### config.mk
export PLATFORM = sky130hd
export DESIGN_NAME = ubms_top
export DESIGN_NICKNAME = d
export VERILOG_FILES = /design/src/ubms_top.v
export VERILOG_INCLUDE_DIRS = /design/src
export SDC_FILE = /design/constraint.sdc
export NUM_CORES = 1
export LEC_CHECK = 0
export BUFFER_PORTS_ARGS = -buffer_cell sky130_fd_sc_hd__buf_2
export CAP_MARGIN = 20
export CORE_MARGIN = 5
export CORE_UTILIZATION = 50
export CTS_CLUSTER_DIAMETER = 120
export CTS_CLUSTER_SIZE = 14
export DETAILED_ROUTE_END_ITERATION = 16
export PLACE_DENSITY = 0.83
export SLEW_MARGIN = 15
export SYNTH_ARGS = -nofsm -noshare
export SYNTH_HDL_FRONTEND = slang
export SYNTH_SLANG_ARGS = --single-unit
export TNS_END_PERCENT = 100
### constraint.sdc
create_clock -name pclk -period 4.6 [get_ports pclk]
set_input_delay 1.38 -clock pclk [delete_from_list [all_inputs] [get_ports pclk]]
set_output_delay 1.38 -clock pclk [all_outputs]
set_load 0.005 [all_outputs]
### src/ubms_map.vh
// ubms_map.vh: register offsets, field positions, codes and reset values of the upstream mode selector
// assumes 32-bit apb with word-aligned registers; included by ubms_top.v
`ifndef UBMS_MAP_VH
`define UBMS_MAP_VH

// register byte offsets
`define UBMS_CTRL_OFF        12'h000
`define UBMS_CAP_OFF         12'h004
`define UBMS_STAT_OFF        12'h008
`define UBMS_UCD_OFF         12'h00c
`define UBMS_DROP_OFF        12'h010
`define UBMS_ADDR_W          12

// control register fields
`define UBMS_CTRL_CHTYPE_LO  0
`define UBMS_CTRL_CHTYPE_HI  1
`define UBMS_CTRL_ADV_CAP    2
`define UBMS_CTRL_HYBRID     3
`define UBMS_CTRL_REG_RST    4
`define UBMS_CTRL_VER_LO     8
`define UBMS_CTRL_VER_HI     9
`define UBMS_CTRL_RST        32'h0000_0000

// capability register fields (negotiated on, from the registration response)
`define UBMS_CAP_CONCAT      0
`define UBMS_CAP_FRAG        1
`define UBMS_CAP_BPIP        2
`define UBMS_CAP_W           3
`define UBMS_CAP_RST         3'h0

// channel descriptor register fields
`define UBMS_UCD_T4_SHORT    0
`define UBMS_UCD_T4_LONG     1
`define UBMS_UCD_T5_SHORT    2
`define UBMS_UCD_T5_LONG     3
`define UBMS_UCD_RST         4'h0

// status register fields
`define UBMS_STAT_ADV        0
`define UBMS_STAT_ACKED      1
`define UBMS_STAT_USABLE     2
`define UBMS_STAT_LEGACY_REQ 3

// channel types
`define UBMS_CH_TYPE1        2'h1
`define UBMS_CH_TYPE2        2'h2
`define UBMS_CH_TYPE3        2'h3

// interval usage codes
`define UBMS_IUC_SHORT       4'h5
`define UBMS_IUC_LONG        4'h6
`define UBMS_IUC_ADV_SHORT   4'h9
`define UBMS_IUC_ADV_LONG    4'ha

// protocol versions
`define UBMS_VER_W           2
`define UBMS_VER_10          2'h0
`define UBMS_VER_11          2'h1
`define UBMS_VER_20          2'h2

// option 60 prefix length in characters and capability digits
`define UBMS_PFX_LEN         4'ha
`define UBMS_HEX_LEN         4'h8
`define UBMS_MSG_LEN         5'h12
`define UBMS_CNT_W           5

`endif

### src/ubms_top.v
// ubms_top.v: upstream mode selector for a modem on a mixed legacy/advanced tdma channel
// assumes an apb master on pclk and a mac engine on the same clock that pulses the message events
`timescale 1ns/10ps
`default_nettype none
`include "ubms_map.vh"

// How it works
// RQ1 - before and during registration on type 1 or 2, size requests with legacy codes
// RQ2 - headend grants only legacy codes until modem registers on type 1 or 2
// RQ3 - on type 2, enter advanced mode after sending registration acknowledge
// RQ4 - a registration response after the acknowledge returns the modem to legacy mode
// RQ5 - in advanced mode, size requests from codes 9 and 10
// RQ6 - after the acknowledge the headend grants data with codes 9 and 10
// RQ7 - on type 2, drop grants whose code conflicts with current mode
// RQ8 - type 3 headend uses only type 5 descriptors and codes 9 and 10
// RQ9 - on type 2 only advanced short and long bursts are type 5 descriptors
// RQ10 - legacy modem without type 4 short or long descriptors marks channel unusable
// RQ11 - advanced modems use type 5 descriptors as well as type 4 ones
// RQ12 - code-division channel headend uses type 5 descriptors only
// RQ13 - never advertise a version above the one fully complied with
// RQ14 - hybrid modem sends option 60 prefix plus ascii hex capabilities
// RQ15 - headend by default denies concatenation and fragmentation, forces privacy
// RQ16 - non-compliant headend reports oldest version in every version capability
// RQ17 - capabilities marked off in the response are never used
// RQ18 - legacy headend turns off unknown capabilities; hybrid may leave supported on
// RQ19 - mode returns to legacy on reset and on registration restart
module ubms_top (
  input  wire        pclk,
  input  wire        presetn,
  input  wire        clk_en,
  input  wire        psel,
  input  wire        penable,
  input  wire        pwrite,
  input  wire [11:0] paddr,
  input  wire [31:0] pwdata,
  output reg  [31:0] prdata,
  output wire        pready,
  output wire        pslverr,
  input  wire        reg_ack_sent,
  input  wire        reg_rsp_rcvd,
  input  wire        reg_restart,
  input  wire        grant_valid,
  input  wire [3:0]  grant_iuc,
  output reg         grant_accept,
  output reg         grant_drop,
  input  wire        req_use_long,
  output reg  [3:0]  req_size_iuc,
  output reg         adv_mode,
  output reg         chan_usable,
  output reg  [1:0]  adv_version,
  output reg         use_concat,
  output reg         use_frag,
  output reg         use_bpi_plus,
  input  wire        opt60_start,
  output reg         opt60_valid,
  output reg  [7:0]  opt60_char,
  output wire        opt60_busy
);

  // registers
  reg  [31:0] ctrl_q;
  reg  [2:0]  cap_q;
  reg  [3:0]  ucd_q;
  reg  [15:0] drop_cnt_q;
  reg         adv_q;
  reg         acked_q;
  reg  [4:0]  opt_cnt_q;
  reg         opt_run_q;

  wire [1:0]  ch_type   = ctrl_q[`UBMS_CTRL_CHTYPE_HI:`UBMS_CTRL_CHTYPE_LO];
  wire        adv_cap   = ctrl_q[`UBMS_CTRL_ADV_CAP];
  wire        hybrid    = ctrl_q[`UBMS_CTRL_HYBRID];
  wire [1:0]  ver_fully = ctrl_q[`UBMS_CTRL_VER_HI:`UBMS_CTRL_VER_LO];

  // apb decode: zero wait states, unmapped addresses answer with an error
  wire        acc     = psel & penable;
  wire        wr      = acc & pwrite & clk_en;
  wire        hit     = (paddr == `UBMS_CTRL_OFF) | (paddr == `UBMS_CAP_OFF) |
                        (paddr == `UBMS_STAT_OFF) | (paddr == `UBMS_UCD_OFF) |
                        (paddr == `UBMS_DROP_OFF);
  assign pready  = 1'b1;
  assign pslverr = acc & ~hit;

  // mode decisions
  wire        mixed   = (ch_type == `UBMS_CH_TYPE1) | (ch_type == `UBMS_CH_TYPE2);
  wire        t4_ok   = ucd_q[`UBMS_UCD_T4_SHORT] & ucd_q[`UBMS_UCD_T4_LONG];
  wire        t5_ok   = ucd_q[`UBMS_UCD_T5_SHORT] & ucd_q[`UBMS_UCD_T5_LONG];
  wire        is_leg  = (grant_iuc == `UBMS_IUC_SHORT) | (grant_iuc == `UBMS_IUC_LONG);
  wire        is_adv  = (grant_iuc == `UBMS_IUC_ADV_SHORT) | (grant_iuc == `UBMS_IUC_ADV_LONG);
  wire        conflict = (ch_type == `UBMS_CH_TYPE2) & ((adv_q & is_leg) | (~adv_q & is_adv)); // RQ7
  wire        ctrl_wr = wr & (paddr == `UBMS_CTRL_OFF);
  wire        restart = reg_restart | (ctrl_wr & pwdata[`UBMS_CTRL_REG_RST]);

  // control, capability and descriptor registers
  always @(posedge pclk or negedge presetn) begin
    if (!presetn) begin
      ctrl_q <= `UBMS_CTRL_RST;
      cap_q  <= `UBMS_CAP_RST;
      ucd_q  <= `UBMS_UCD_RST;
    end else if (clk_en) begin
      if (ctrl_wr) begin
        ctrl_q <= pwdata & ~(32'h1 << `UBMS_CTRL_REG_RST); // restart bit self-clears
      end
      if (wr && paddr == `UBMS_CAP_OFF) begin
        cap_q <= pwdata[`UBMS_CAP_W-1:0];
      end
      if (wr && paddr == `UBMS_UCD_OFF) begin
        ucd_q <= pwdata[3:0];
      end
    end
  end

  // mode state: legacy after reset and restart, advanced after the acknowledge on type 2
  always @(posedge pclk or negedge presetn) begin
    if (!presetn) begin
      adv_q   <= 1'b0; // RQ19
      acked_q <= 1'b0;
    end else if (clk_en) begin
      if (restart) begin
        adv_q   <= 1'b0; // RQ19
        acked_q <= 1'b0;
      end else if (reg_rsp_rcvd && acked_q) begin
        adv_q   <= 1'b0; // RQ4
        acked_q <= 1'b0;
      end else if (reg_ack_sent) begin
        acked_q <= 1'b1;
        if (ch_type == `UBMS_CH_TYPE2 && adv_cap && t5_ok) begin
          adv_q <= 1'b1; // RQ3
        end
      end else if (ch_type == `UBMS_CH_TYPE3 && adv_cap) begin
        adv_q <= 1'b1; // type 3 carries only advanced data grants
      end else if (ch_type == `UBMS_CH_TYPE1) begin
        adv_q <= 1'b0;
      end
    end
  end

  // grant filter and dropped-grant counter
  always @(posedge pclk or negedge presetn) begin
    if (!presetn) begin
      grant_accept <= 1'b0;
      grant_drop   <= 1'b0;
      drop_cnt_q   <= 16'h0000;
    end else if (clk_en) begin
      grant_accept <= grant_valid & ~conflict;
      grant_drop   <= grant_valid & conflict; // RQ7
      if (wr && paddr == `UBMS_DROP_OFF) begin
        drop_cnt_q <= 16'h0000;
      end else if (grant_valid && conflict && drop_cnt_q != 16'hffff) begin
        drop_cnt_q <= drop_cnt_q + 16'h0001;
      end
    end
  end

  // request sizing, usability and capability gating
  always @(posedge pclk or negedge presetn) begin
    if (!presetn) begin
      req_size_iuc <= `UBMS_IUC_SHORT;
      adv_mode     <= 1'b0;
      chan_usable  <= 1'b0;
      adv_version  <= `UBMS_VER_10;
      use_concat   <= 1'b0;
      use_frag     <= 1'b0;
      use_bpi_plus <= 1'b0;
    end else if (clk_en) begin
      adv_mode <= adv_q;
      if (adv_q) begin
        req_size_iuc <= req_use_long ? `UBMS_IUC_ADV_LONG : `UBMS_IUC_ADV_SHORT; // RQ5
      end else begin
        req_size_iuc <= req_use_long ? `UBMS_IUC_LONG : `UBMS_IUC_SHORT; // RQ1
      end
      // advanced modems may also live on type 5 descriptors alone
      if (adv_cap) begin
        chan_usable <= t4_ok | t5_ok; // RQ11
      end else begin
        chan_usable <= t4_ok & mixed; // RQ10
      end
      // never claim beyond full compliance; hybrids advertise the oldest version
      if (hybrid) begin
        adv_version <= `UBMS_VER_10; // RQ13
      end else if (ver_fully == `UBMS_VER_20 && !adv_cap) begin
        adv_version <= `UBMS_VER_11; // RQ13
      end else begin
        adv_version <= ver_fully; // RQ13
      end
      use_concat   <= cap_q[`UBMS_CAP_CONCAT]; // RQ17
      use_frag     <= cap_q[`UBMS_CAP_FRAG]; // RQ17
      use_bpi_plus <= cap_q[`UBMS_CAP_BPIP]; // RQ17
    end
  end

  // option 60 string: fixed prefix then capability bits as eight ascii hex digits
  function [7:0] hex_chr;
    input [3:0] n;
    begin
      hex_chr = (n < 4'ha) ? (8'h30 + {4'h0, n}) : (8'h57 + {4'h0, n});
    end
  endfunction

  function [7:0] pfx_chr;
    input [3:0] i;
    begin
      case (i)
        4'h0:    pfx_chr = 8'h64;
        4'h1:    pfx_chr = 8'h6f;
        4'h2:    pfx_chr = 8'h63;
        4'h3:    pfx_chr = 8'h73;
        4'h4:    pfx_chr = 8'h69;
        4'h5:    pfx_chr = 8'h73;
        4'h6:    pfx_chr = 8'h31;
        4'h7:    pfx_chr = 8'h2e;
        4'h8:    pfx_chr = 8'h30;
        default: pfx_chr = 8'h3a;
      endcase
    end
  endfunction

  wire [31:0] cap_word = {29'h0, cap_q};
  wire [2:0]  nib_idx  = 3'h7 - opt_cnt_q[2:0] + 3'h2; // digit index, most significant first
  wire [4:0]  dig_pos  = opt_cnt_q - {1'b0, `UBMS_PFX_LEN};
  wire [3:0]  nib      = cap_word[{3'h7 - dig_pos[2:0], 2'h0} +: 4];
  assign opt60_busy = opt_run_q;

  // option 60 sequencer, one character per enabled cycle
  always @(posedge pclk or negedge presetn) begin
    if (!presetn) begin
      opt_run_q   <= 1'b0;
      opt_cnt_q   <= 5'h00;
      opt60_valid <= 1'b0;
      opt60_char  <= 8'h00;
    end else if (clk_en) begin
      opt60_valid <= 1'b0;
      if (!opt_run_q) begin
        if (opt60_start && hybrid) begin
          opt_run_q <= 1'b1;
          opt_cnt_q <= 5'h00;
        end
      end else begin
        opt60_valid <= 1'b1;
        if (opt_cnt_q < {1'b0, `UBMS_PFX_LEN}) begin
          opt60_char <= pfx_chr(opt_cnt_q[3:0]); // RQ14
        end else begin
          opt60_char <= hex_chr(nib); // RQ14
        end
        if (opt_cnt_q == `UBMS_MSG_LEN - 5'h01) begin
          opt_run_q <= 1'b0;
        end
        opt_cnt_q <= opt_cnt_q + 5'h01;
      end
    end
  end

  // read mux
  always @* begin
    prdata = 32'h0000_0000;
    case (paddr)
      `UBMS_CTRL_OFF: prdata = ctrl_q;
      `UBMS_CAP_OFF:  prdata = {29'h0, cap_q};
      `UBMS_STAT_OFF: prdata = {28'h0, ~adv_q, chan_usable, acked_q, adv_q};
      `UBMS_UCD_OFF:  prdata = {28'h0, ucd_q};
      `UBMS_DROP_OFF: prdata = {16'h0, drop_cnt_q};
      default:        prdata = 32'h0000_0000;
    endcase
  end

  wire unused_ok = &{1'b0, nib_idx};

endmodule
`default_nettype wire
==> results.txt, run 1 <==
Status - finished, final reports clean
Final Hold Fails - 0
Vias - 3520
Critical path arrival - 2.92 ns
Clock Tree Root - clkbuf_8
Fin Setup TNS - 0 ns
Crit path required time - 3.22 ns
CTS Buf Count - 9
Clk slew on worst S/H paths - 0.08 ns
PwrDens - 321 nW/um2
Nets - 585
Wire per inst - 16.9 um
Final Worst Setup Slack - 0.295 ns
Worst skew pair latency - 0.35 ns
Setup violators final - 0
CP Depth - 7
CP Launch Type - primary input
RSZ-0062 raised after global routing - false
Layout area overhead - 20.7%
Count leader, synth - dfrtp_1
Critical Path End - prdata[9]
Final wirelength - 10600 um
Reg-to-reg slack, setup - 2.34 ns
CTS tree - built
Hold_buf cts - 0
Core ar. - 8260 um2
Hold path startpoint - opt60_char[1]
Skew final - 0.00750 ns
Post-synthesis sequential area ratio - 48.4%
First-pass GRT wire length - 16700 um
Post-synth net total - 474
R2r endpoint - drop_cnt_q[14]
Largest cells by area after synthesis - dfrtp_1 47%, mux2_2 11%, ha_1 3.2%
H-tree levels - 3
Filler instances - 683
Diodes inserted - 0
Crit path from - paddr[7]
Cell taking the most area after synthesis - dfrtp_1
Vias in the first global route - 3440
Cell family with most CP delay - simple AND/OR/NAND/NOR gates
I/O pin count - 117
Slew HR - 60.1%
Fmax - 0.232 GHz
Std cell rows - 33
Max FO, Critical Path - 27
Pre-antenna DRT Iters - 4
# clock sinks - 82
Critical-path top delay cell - nor4_1
Number of port buffers - 114
DR DRC count - 0
Chip Height - 102 um
Post-synthesis area per instance - 10.5 um2
Slew at the pin closest to its max-slew limit - 0.583 ns
CP max stage delay - 0.47 ns
Worst r2r path cells - 7
Gr usage total - 20.6%
Initial antenna violation count - 0
Synthesized instance count - 403
Dpl cells - 607
Type of the most critical hold path - reg2reg
Buf/Inv on CP - 3
Synth async-reset ratio - 100%
Starting Density - 51.5%
Largest net degree at the start of global routing - 83
Setup CP Type - in2out
R2R Path Start - ctrl_q[0]
Remaining antenna violation count - 0
Max Slew Vio Count - 0
Share of cells above drive strength 1 - 36.8%
Number of distinct library cells after synthesis - 55
Post-Syn Area - 4250 um2
Die ar. - 10400 um2
Final core occ - 62.1%
GRT overflow - 0
GPL Wtd Cong - 0.890
Cell mode on critical path - buf_2
Post-synth top cells - 80 x dfrtp_1, 41 x mux2_2, 36 x nand2_1
Yosys reg bits - 82
Setup slack after placement - 0.276 ns
MaxCap Viol Count - 0
Vias per cell - 5.64
Width of the die - 102 um
Worst setup EP type - output port
CP Cell Sequence - buf_2 -> nor4_1 -> nand3_1 -> nor3_2 -> buf_4 -> a22o_1 -> buf_2
EDFF count, synth - 0
Tmin final - 4.30 ns
Warnings, synthesis - 0
Post-CTS Setup Repair Bufs - 0
Synth top area share - 47.1%
Final Cycle Share - 93.6%
Hpwl dp - 7930 um
Leakage power - 2.55 nW
Commonest register cell after synthesis - dfrtp_1
DR iter-0 viols - 218
Peak supply drop - 0.000151 V
CTS Buffer Depth - 2
Post-CTS Resized - 0
Fin cells - 624
stage by stage:
| stage | power (mW) | hold WS [ns] | cell area [um2] |
|---|---|---|---|
| after detailed placement | 1.12 | 0.461 | 4900 |
| after CTS | 1.65 | 0.480 | 5100 |
| after global placement | 1.11 | 0.443 | 4900 |
| after global routing | 1.73 | 0.505 | 5130 |
| final | 1.65 | 0.482 | 5130 |
| after floorplan | 1.01 | 0.459 | 4250 |
layout by cell type, fill, tap and decap left out, types with 8 or more instances in the layout:
cell,count
and2_1,19
nor4_1,8
ha_1,11
o21ai_0,25
nand3_1,15
nand2_1,36
buf_2,113
dfrtp_1,80
clkbuf_8,11
mux2_2,41
nor2_1,23
a21oi_1,13
xnor2_1,8
inv_1,19
a22o_1,14
tightest hold or removal path, cell delays in order (launching register included):
cell and delay, ns:
dfrtp_1 0.34, nand2_1 0.04, o21ai_0 0.06
routing by layer:
| layer | vias to the layer above | GRT usage, % | share of wire (%) |
|---|---|---|---|
| li1 | 1650 | - | - |
| met1 | 1721 | 26.2 | 40 |
| met2 | 121 | 33.9 | 50 |
| met3 | 28 | 4.16 | 7.4 |
| met4 | 0 | 9.18 | 2.5 |
| met5 | - | 0 | 0 |
power by group:
group	internal, mW	switching (mW)
Sequential	0.767	0.0748
Clock	0.280	0.257
Combinational	0.125	0.143
cell families after synthesis:
| group | share of synthesized area (%) |
|---|---|
| AND/OR/NAND/NOR | 16.4 |
| flip-flops | 48.4 |
| AO/OA/AOI/OAI | 12.9 |
| multiplexers | 12.9 |
| buffers and inverters | 3.98 |
| adder cells (fa/ha/maj) | 3.24 |
| XOR/XNOR | 2.03 |
| other | 0.177 |
flip-flops by register name (all words and copies together) (netlist names), 2 cells and up:
| signal | cells |
|---|---|
| ctrl_q | 31 |
| drop_cnt_q | 16 |
| opt60_char | 7 |
| opt_cnt_q | 5 |
| req_size_iuc | 4 |
| ucd_q | 4 |
| cap_q | 3 |
| adv_version | 2 |
final cells by class:
type / instances / area, um2 / share of cell area [%]
sequential: 82 / 2050 / 40.0
multi-input combinational: 281 / 2030 / 39.5
timing repair buffer: 120 / 638 / 12.4
clock buffer: 12 / 155 / 3.02
tap: 105 / 131 / 2.56
inverter: 20 / 75.1 / 1.46
clock inverter: 4 / 50.0 / 0.976
worst min path at each step:
| stage | end | slack, ns | depth (start not counted) |
|---|---|---|---|
| 2_1_floorplan | opt60_char[5] | 0.46 | 1 |
| 3_3_place_gp | opt60_char[5] | 0.44 | 1 |
| 3_5_place_dp | opt60_char[5] | 0.46 | 1 |
| 4_1_cts | opt60_char[5] | 0.48 | 1 |
| 5_1_grt | opt60_char[5] | 0.51 | 1 |
| 6_report | opt60_char[1] | 0.48 | 2 |
Power figures use the tool's default switching activity.
==> run 2, diff against run 1 <==
CORE_MARGIN = unset   (was 5)
RECOVER_POWER = 25   (was unset)
==> results.txt, run 2 (synthesis results as in run 1) <==
Status - finished with violations
Failing checks - max-capacitance violations, max-slew violations
Setup CP Type - in2out
Busiest grt layer - met2
R2R Path Start - ctrl_q[0]
PwrDens - 330 nW/um2 (+2.9%)
I/O pin count - 117 (unchanged)
Hold depth - 1 (-1)
Biggest regs - ctrl_q: 31 flops, drop_cnt_q: 16 flops, opt60_char: 7 flops
Max FO, Critical Path - 27 (unchanged)
Slew HR - -5.03% (-65 points)
Largest net degree at the start of global routing - 83 (unchanged)
Hpwl dp - 7460 um (-5.9%)
Met3 Usage GRT - 4.21% (+0.043 points)
Initial antenna violation count - 0 (unchanged)
Crit path required time - 3.22 ns (about the same)
Peak supply drop - 0.000158 V (+5.0%)
Post-CTS Setup Repair Bufs - 0 (unchanged)
Final wirelength - 10200 um (-3.3%)
Vias - 3510 (-0.28%)
CTS Buffer Depth - 2 (unchanged)
Pre-antenna DRT Iters - 4 (unchanged)
Commonest cells after routing, fill and taps aside - 113 x buf_2, 80 x dfrtp_1, 41 x mux2_2, 36 x nand2_1, 25 x o21ai_0
Clk slew on worst S/H paths - 0.09 ns (about the same)
Final Hold Fails - 0 (unchanged)
Number of port buffers - 114 (unchanged)
Vias per cell - 5.62 (-0.44%)
Setup violators final - 0 (unchanged)
RSZ-0062 raised after global routing - false
Chip Height - 94.2 um (-7.8%)
GPL Wtd Cong - 0.842 (-5.4%)
DR DRC count - 0 (unchanged)
Remaining antenna violation count - 0 (unchanged)
Type of the most critical hold path - reg2reg
# clock sinks - 82 (unchanged)
MaxCap Viol Count - 1 (+1)
Most flops, register - ctrl_q
Layout area overhead - 20.8% (about the same)
Wire per inst - 16.3 um (-3.4%)
Met1 usage - 32.7% (+6.5 points)
H-tree levels - 3 (unchanged)
Final Cycle Share - 95.5% (+1.9 points)
Worst skew pair latency - 0.35 ns (about the same)
Met2 Use GR - 36.3% (+2.4 points)
Fin Setup TNS - 0 ns (unchanged)
Critical path arrival - 3.01 ns (+0.09 ns)
Worst setup EP type - output port
Skew final - 0.0140 ns (+0.00646 ns)
Width of the die - 94.2 um (-7.8%)
Worst r2r path cells - 7 (unchanged)
Diodes inserted - 0 (unchanged)
Commonest non-fill, non-tap cell in the layout - buf_2
Share of cells above drive strength 1 - 36.9% (+0.12 points)
Clock Tree Root - clkbuf_8
Number of flip-flops in the largest register - 31 (unchanged)
Hold endpoint - opt60_char[5]
GRT overflow - 0 (unchanged)
Gr usage total - 24.0% (+3.4 points)
Hold_buf cts - 0 (unchanged)
Max Slew Vio Count - 65 (+65)
CTS Buf Count - 9 (unchanged)
Slew at the pin closest to its max-slew limit - 1.58 ns (+0.992 ns)
CTS tree - built
Leakage power - 2.55 nW (about the same)
Tmin final - 4.39 ns (+0.0878 ns)
DR iter-0 viols - 270 (+24%)
Fmax - 0.228 GHz (-2.0%)
R2r endpoint - drop_cnt_q[14]
Hold path startpoint - opt60_char[5]
Std cell rows - 33 (unchanged)
Starting Density - 51.7% (+0.26 points)
Vias in the first global route - 3340 (-2.9%)
Placed cell area - 4900 um2 (+0.15%)
Post-CTS Resized - 0 (unchanged)
First-pass GRT wire length - 16200 um (-2.8%)
Core ar. - 8220 um2 (-0.50%)
Nets - 586 (+0.17%)
CP Launch Type - primary input
Die ar. - 8870 um2 (-15%)
Reg-to-reg slack, setup - 2.36 ns (+0.02 ns)
Final instance area - 5130 um2 (about the same)
## run 2: critical path: stages
cell	delay (ns)
buf_2	0.10
nor4_1	0.49
nand3_1	0.23
nor3_2	0.21
buf_4	0.30
a22o_1	0.19
buf_2	0.11
## run 2: final cells by class
cell class	count	area, um2
Sequential cell	82	2050
Clock inverter	7	101
Fill cell	667	3090
Timing Repair Buffer	121	619
Tap cell	105	131
Multi-Input combinational cell	281	2030
Clock buffer	9	124
Inverter	20	75.1
## run 2: how the worst max path moves through the flow
stage	from	depth (start not counted)	slack, ns	endpoint
after floorplan	paddr[7]	5	0.49	prdata[16]
after global placement	paddr[7]	7	0.28	prdata[9]
after detailed placement	paddr[7]	7	0.22	prdata[7]
after CTS	paddr[7]	7	0.14	prdata[8]
after global routing	paddr[7]	7	0.08	prdata[7]
final	paddr[7]	7	0.21	prdata[7]
## run 2: routing by layer
metal / wire, um / vias up / part of all wire [%]
met3: 441 / 32 / 4.3
li1: - / 1657 / -
met4: 314 / 0 / 3.1
met5: 0 / - / 0
met1: 4510 / 1710 / 44
met2: 4940 / 111 / 48
## run 2: report_power, final
group | switching, mW | total (mW) | internal, mW
clock network | 0.272 | 0.581 | 0.309
logic | 0.148 | 0.271 | 0.123
registers | 0.0749 | 0.842 | 0.768
## run 2: metrics by stage
step / worst slack (ns) / hold slack, ns / utilization (%) / power (mW) / cells
floorplan: 0.488 / 0.459 / - / 1.01 / 403
global placement: 0.280 / 0.444 / 59.7 / 1.10 / 608
detailed placement: 0.216 / 0.455 / 59.7 / 1.12 / 608
CTS: 0.145 / 0.475 / 62.4 / 1.70 / 624
global route: 0.0813 / 0.501 / 62.4 / 1.78 / 625
finish: 0.207 / 0.471 / 62.4 / 1.69 / 625
==> run 3, diff against run 2 <==
CORE_ASPECT_RATIO = 1.75   (was unset)
REMOVE_ABC_BUFFERS = 1   (was unset)
==> results.txt, run 3 (synthesis results as in run 1) <==
Crit path required time - 3.22 ns (about the same)
DR iter-0 viols - 250 (-7.4%)
Clk slew on worst S/H paths - 0.06 ns (-0.03 ns)
R2R Path Start - ctrl_q[0]
Biggest regs - ctrl_q: 31 flops, drop_cnt_q: 16 flops, opt60_char: 7 flops
PwrDens - 360 nW/um2 (+9.0%)
Critical path arrival - 2.86 ns (-0.15 ns)
Critical Path End - prdata[8]
Pre-antenna DRT Iters - 4 (unchanged)
CP Cell Sequence - buf_2 -> nor4_1 -> nand3_1 -> nor3_2 -> buf_12 -> a22o_1 -> buf_2
Dpl cells - 595 (-2.1%)
Hold_buf cts - 0 (unchanged)
Clock Tree Root - clkbuf_16
Reg-to-reg slack, setup - 2.31 ns (-0.05 ns)
Std cell rows - 44 (+33%)
Skew final - 0.00391 ns (-0.0101 ns)
Max FO, Critical Path - 27 (unchanged)
Starting Density - 51.5% (-0.26 points)
Type of the most critical hold path - reg2reg
Status - finished with violations
First-pass GRT wire length - 17100 um (+5.3%)
Chip Height - 124 um (+32%)
CTS Buf Count - 9 (unchanged)
Fmax - 0.236 GHz (+3.7%)
Nets - 586 (unchanged)
Setup slack after placement - 0.365 ns (+0.149 ns)
CTS Buffer Depth - 2 (unchanged)
Die ar. - 8890 um2 (+0.16%)
Slew at the pin closest to its max-slew limit - 2.41 ns (+0.839 ns)
Gr usage total - 25.4% (+1.5 points)
Final wirelength - 10300 um (+1.4%)
Peak supply drop - 0.000322 V (+100%)
Worst hold slack - 0.472 ns (+0.00136 ns)
RSZ-0062 raised after global routing - false
Post-CTS Resized - 0 (unchanged)
Final Worst Setup Slack - 0.362 ns (+0.155 ns)
Setup violators final - 0 (unchanged)
Width of the die - 71.7 um (-24%)
Tmin final - 4.24 ns (-0.155 ns)
Share of cells above drive strength 1 - 36.2% (-0.77 points)
Layout area overhead - 22.8%
Post-CTS Setup Repair Bufs - 0 (unchanged)
Commonest non-fill, non-tap cell in the layout - buf_2
Number of port buffers - 114 (unchanged)
Remaining antenna violation count - 0 (unchanged)
Commonest cells after routing, fill and taps aside - 113 x buf_2, 80 x dfrtp_1, 41 x mux2_2, 36 x nand2_1, 25 x o21ai_0
Overall power - 1.88 mW (+11%)
# clock sinks - 82 (unchanged)
H-tree levels - 3 (unchanged)
Most flops, register - ctrl_q
Initial antenna violation count - 0 (unchanged)
Final core occ - 63.2% (+0.72 points)
Setup CP Type - in2out
Leakage power - 2.60 nW (+1.9%)
DR DRC count - 0 (unchanged)
Fin cells - 612 (-2.1%)
I/O pin count - 117 (unchanged)
Worst skew pair latency - 0.34 ns (about the same)
GPL Wtd Cong - 0.910 (+8.1%)
Wire per inst - 16.9 um (+3.5%)
CTS tree - built
Crit path from - paddr[1]
Vias in the first global route - 3716 (+11%)
Placed cell area - 4900 um2 (about the same)
Final Cycle Share - 92.1% (-3.4 points)
Final instance area - 5220 um2 (+1.7%)
Vias per cell - 5.81 (+3.4%)
Worst r2r path cells - 7 (unchanged)
Critical-path top delay cell - nor4_1
Diodes inserted - 0 (unchanged)
CP max stage delay - 0.45 ns (-0.04 ns)
MaxCap Viol Count - 1 (unchanged)
GRT overflow - 0 (unchanged)
Fin Setup TNS - 0 ns (unchanged)
Vias - 3554 (+1.3%)
CP Launch Type - primary input
Final Hold Fails - 0 (unchanged)
Slew HR - -60.9% (-56 points)
Max Slew Vio Count - 47 (-28%)
R2r endpoint - drop_cnt_q[14]
Worst setup EP type - output port
Failing checks - max-capacitance violations, max-slew violations
Largest net degree at the start of global routing - 83 (unchanged)
Hpwl dp - 7710 um (+3.3%)
Core ar. - 8260 um2 (+0.50%)
Cell mode on critical path - buf_2
Number of flip-flops in the largest register - 31 (unchanged)
-- run 3: cell count changes in the layout (fill, tap and decap cells not counted), sizes merged --
cell / delta
inv: -1
clkbuf: +5
clkinv: -2
clkinvlp: -2
-- run 3: layout make-up --
class	count	area, um2
tap	92	115
fill	680	3040
inverter	20	75.1
timing repair buffer	121	632
multi-input combinational	281	2030
sequential	82	2050
clock inverter	2	60.1
clock buffer	14	254
-- run 3: worst max-delay path, delay by kind of cell --
family                 cells  cell delay (ns)
and+or+nand+nor            3             0.89
buffers and inverters      3             0.42
AOI/OAI and AO/OA          1             0.16
-- run 3: metal layers --
metal | wire, um | global-route usage (%) | up-vias
met5 | 0 | 0 | -
met4 | 490 | 15.9 | 0
met3 | 527 | 4.53 | 35
met2 | 5750 | 46.8 | 119
met1 | 3580 | 26.2 | 1746
li1 | - | - | 1654
-- run 3: how the worst min path moves through the flow --
stage / startpoint / to / slack, ns / depth (start not counted)
detailed placement: opt60_char[6] / opt60_char[6] / 0.46 / 2
CTS: opt60_char[6] / opt60_char[6] / 0.48 / 2
floorplan: opt60_char[5] / opt60_char[5] / 0.46 / 1
finish: opt60_char[6] / opt60_char[6] / 0.47 / 2
global route: opt60_char[6] / opt60_char[6] / 0.51 / 2
global placement: opt60_char[5] / opt60_char[5] / 0.45 / 1
-- run 3: where the power goes --
| part | leakage, nW | switching [mW] | internal (mW) |
|---|---|---|---|
| clock network | 0.151 | 0.272 | 0.491 |
| registers | 1.07 | 0.0764 | 0.769 |
| logic | 1.37 | 0.146 | 0.123 |
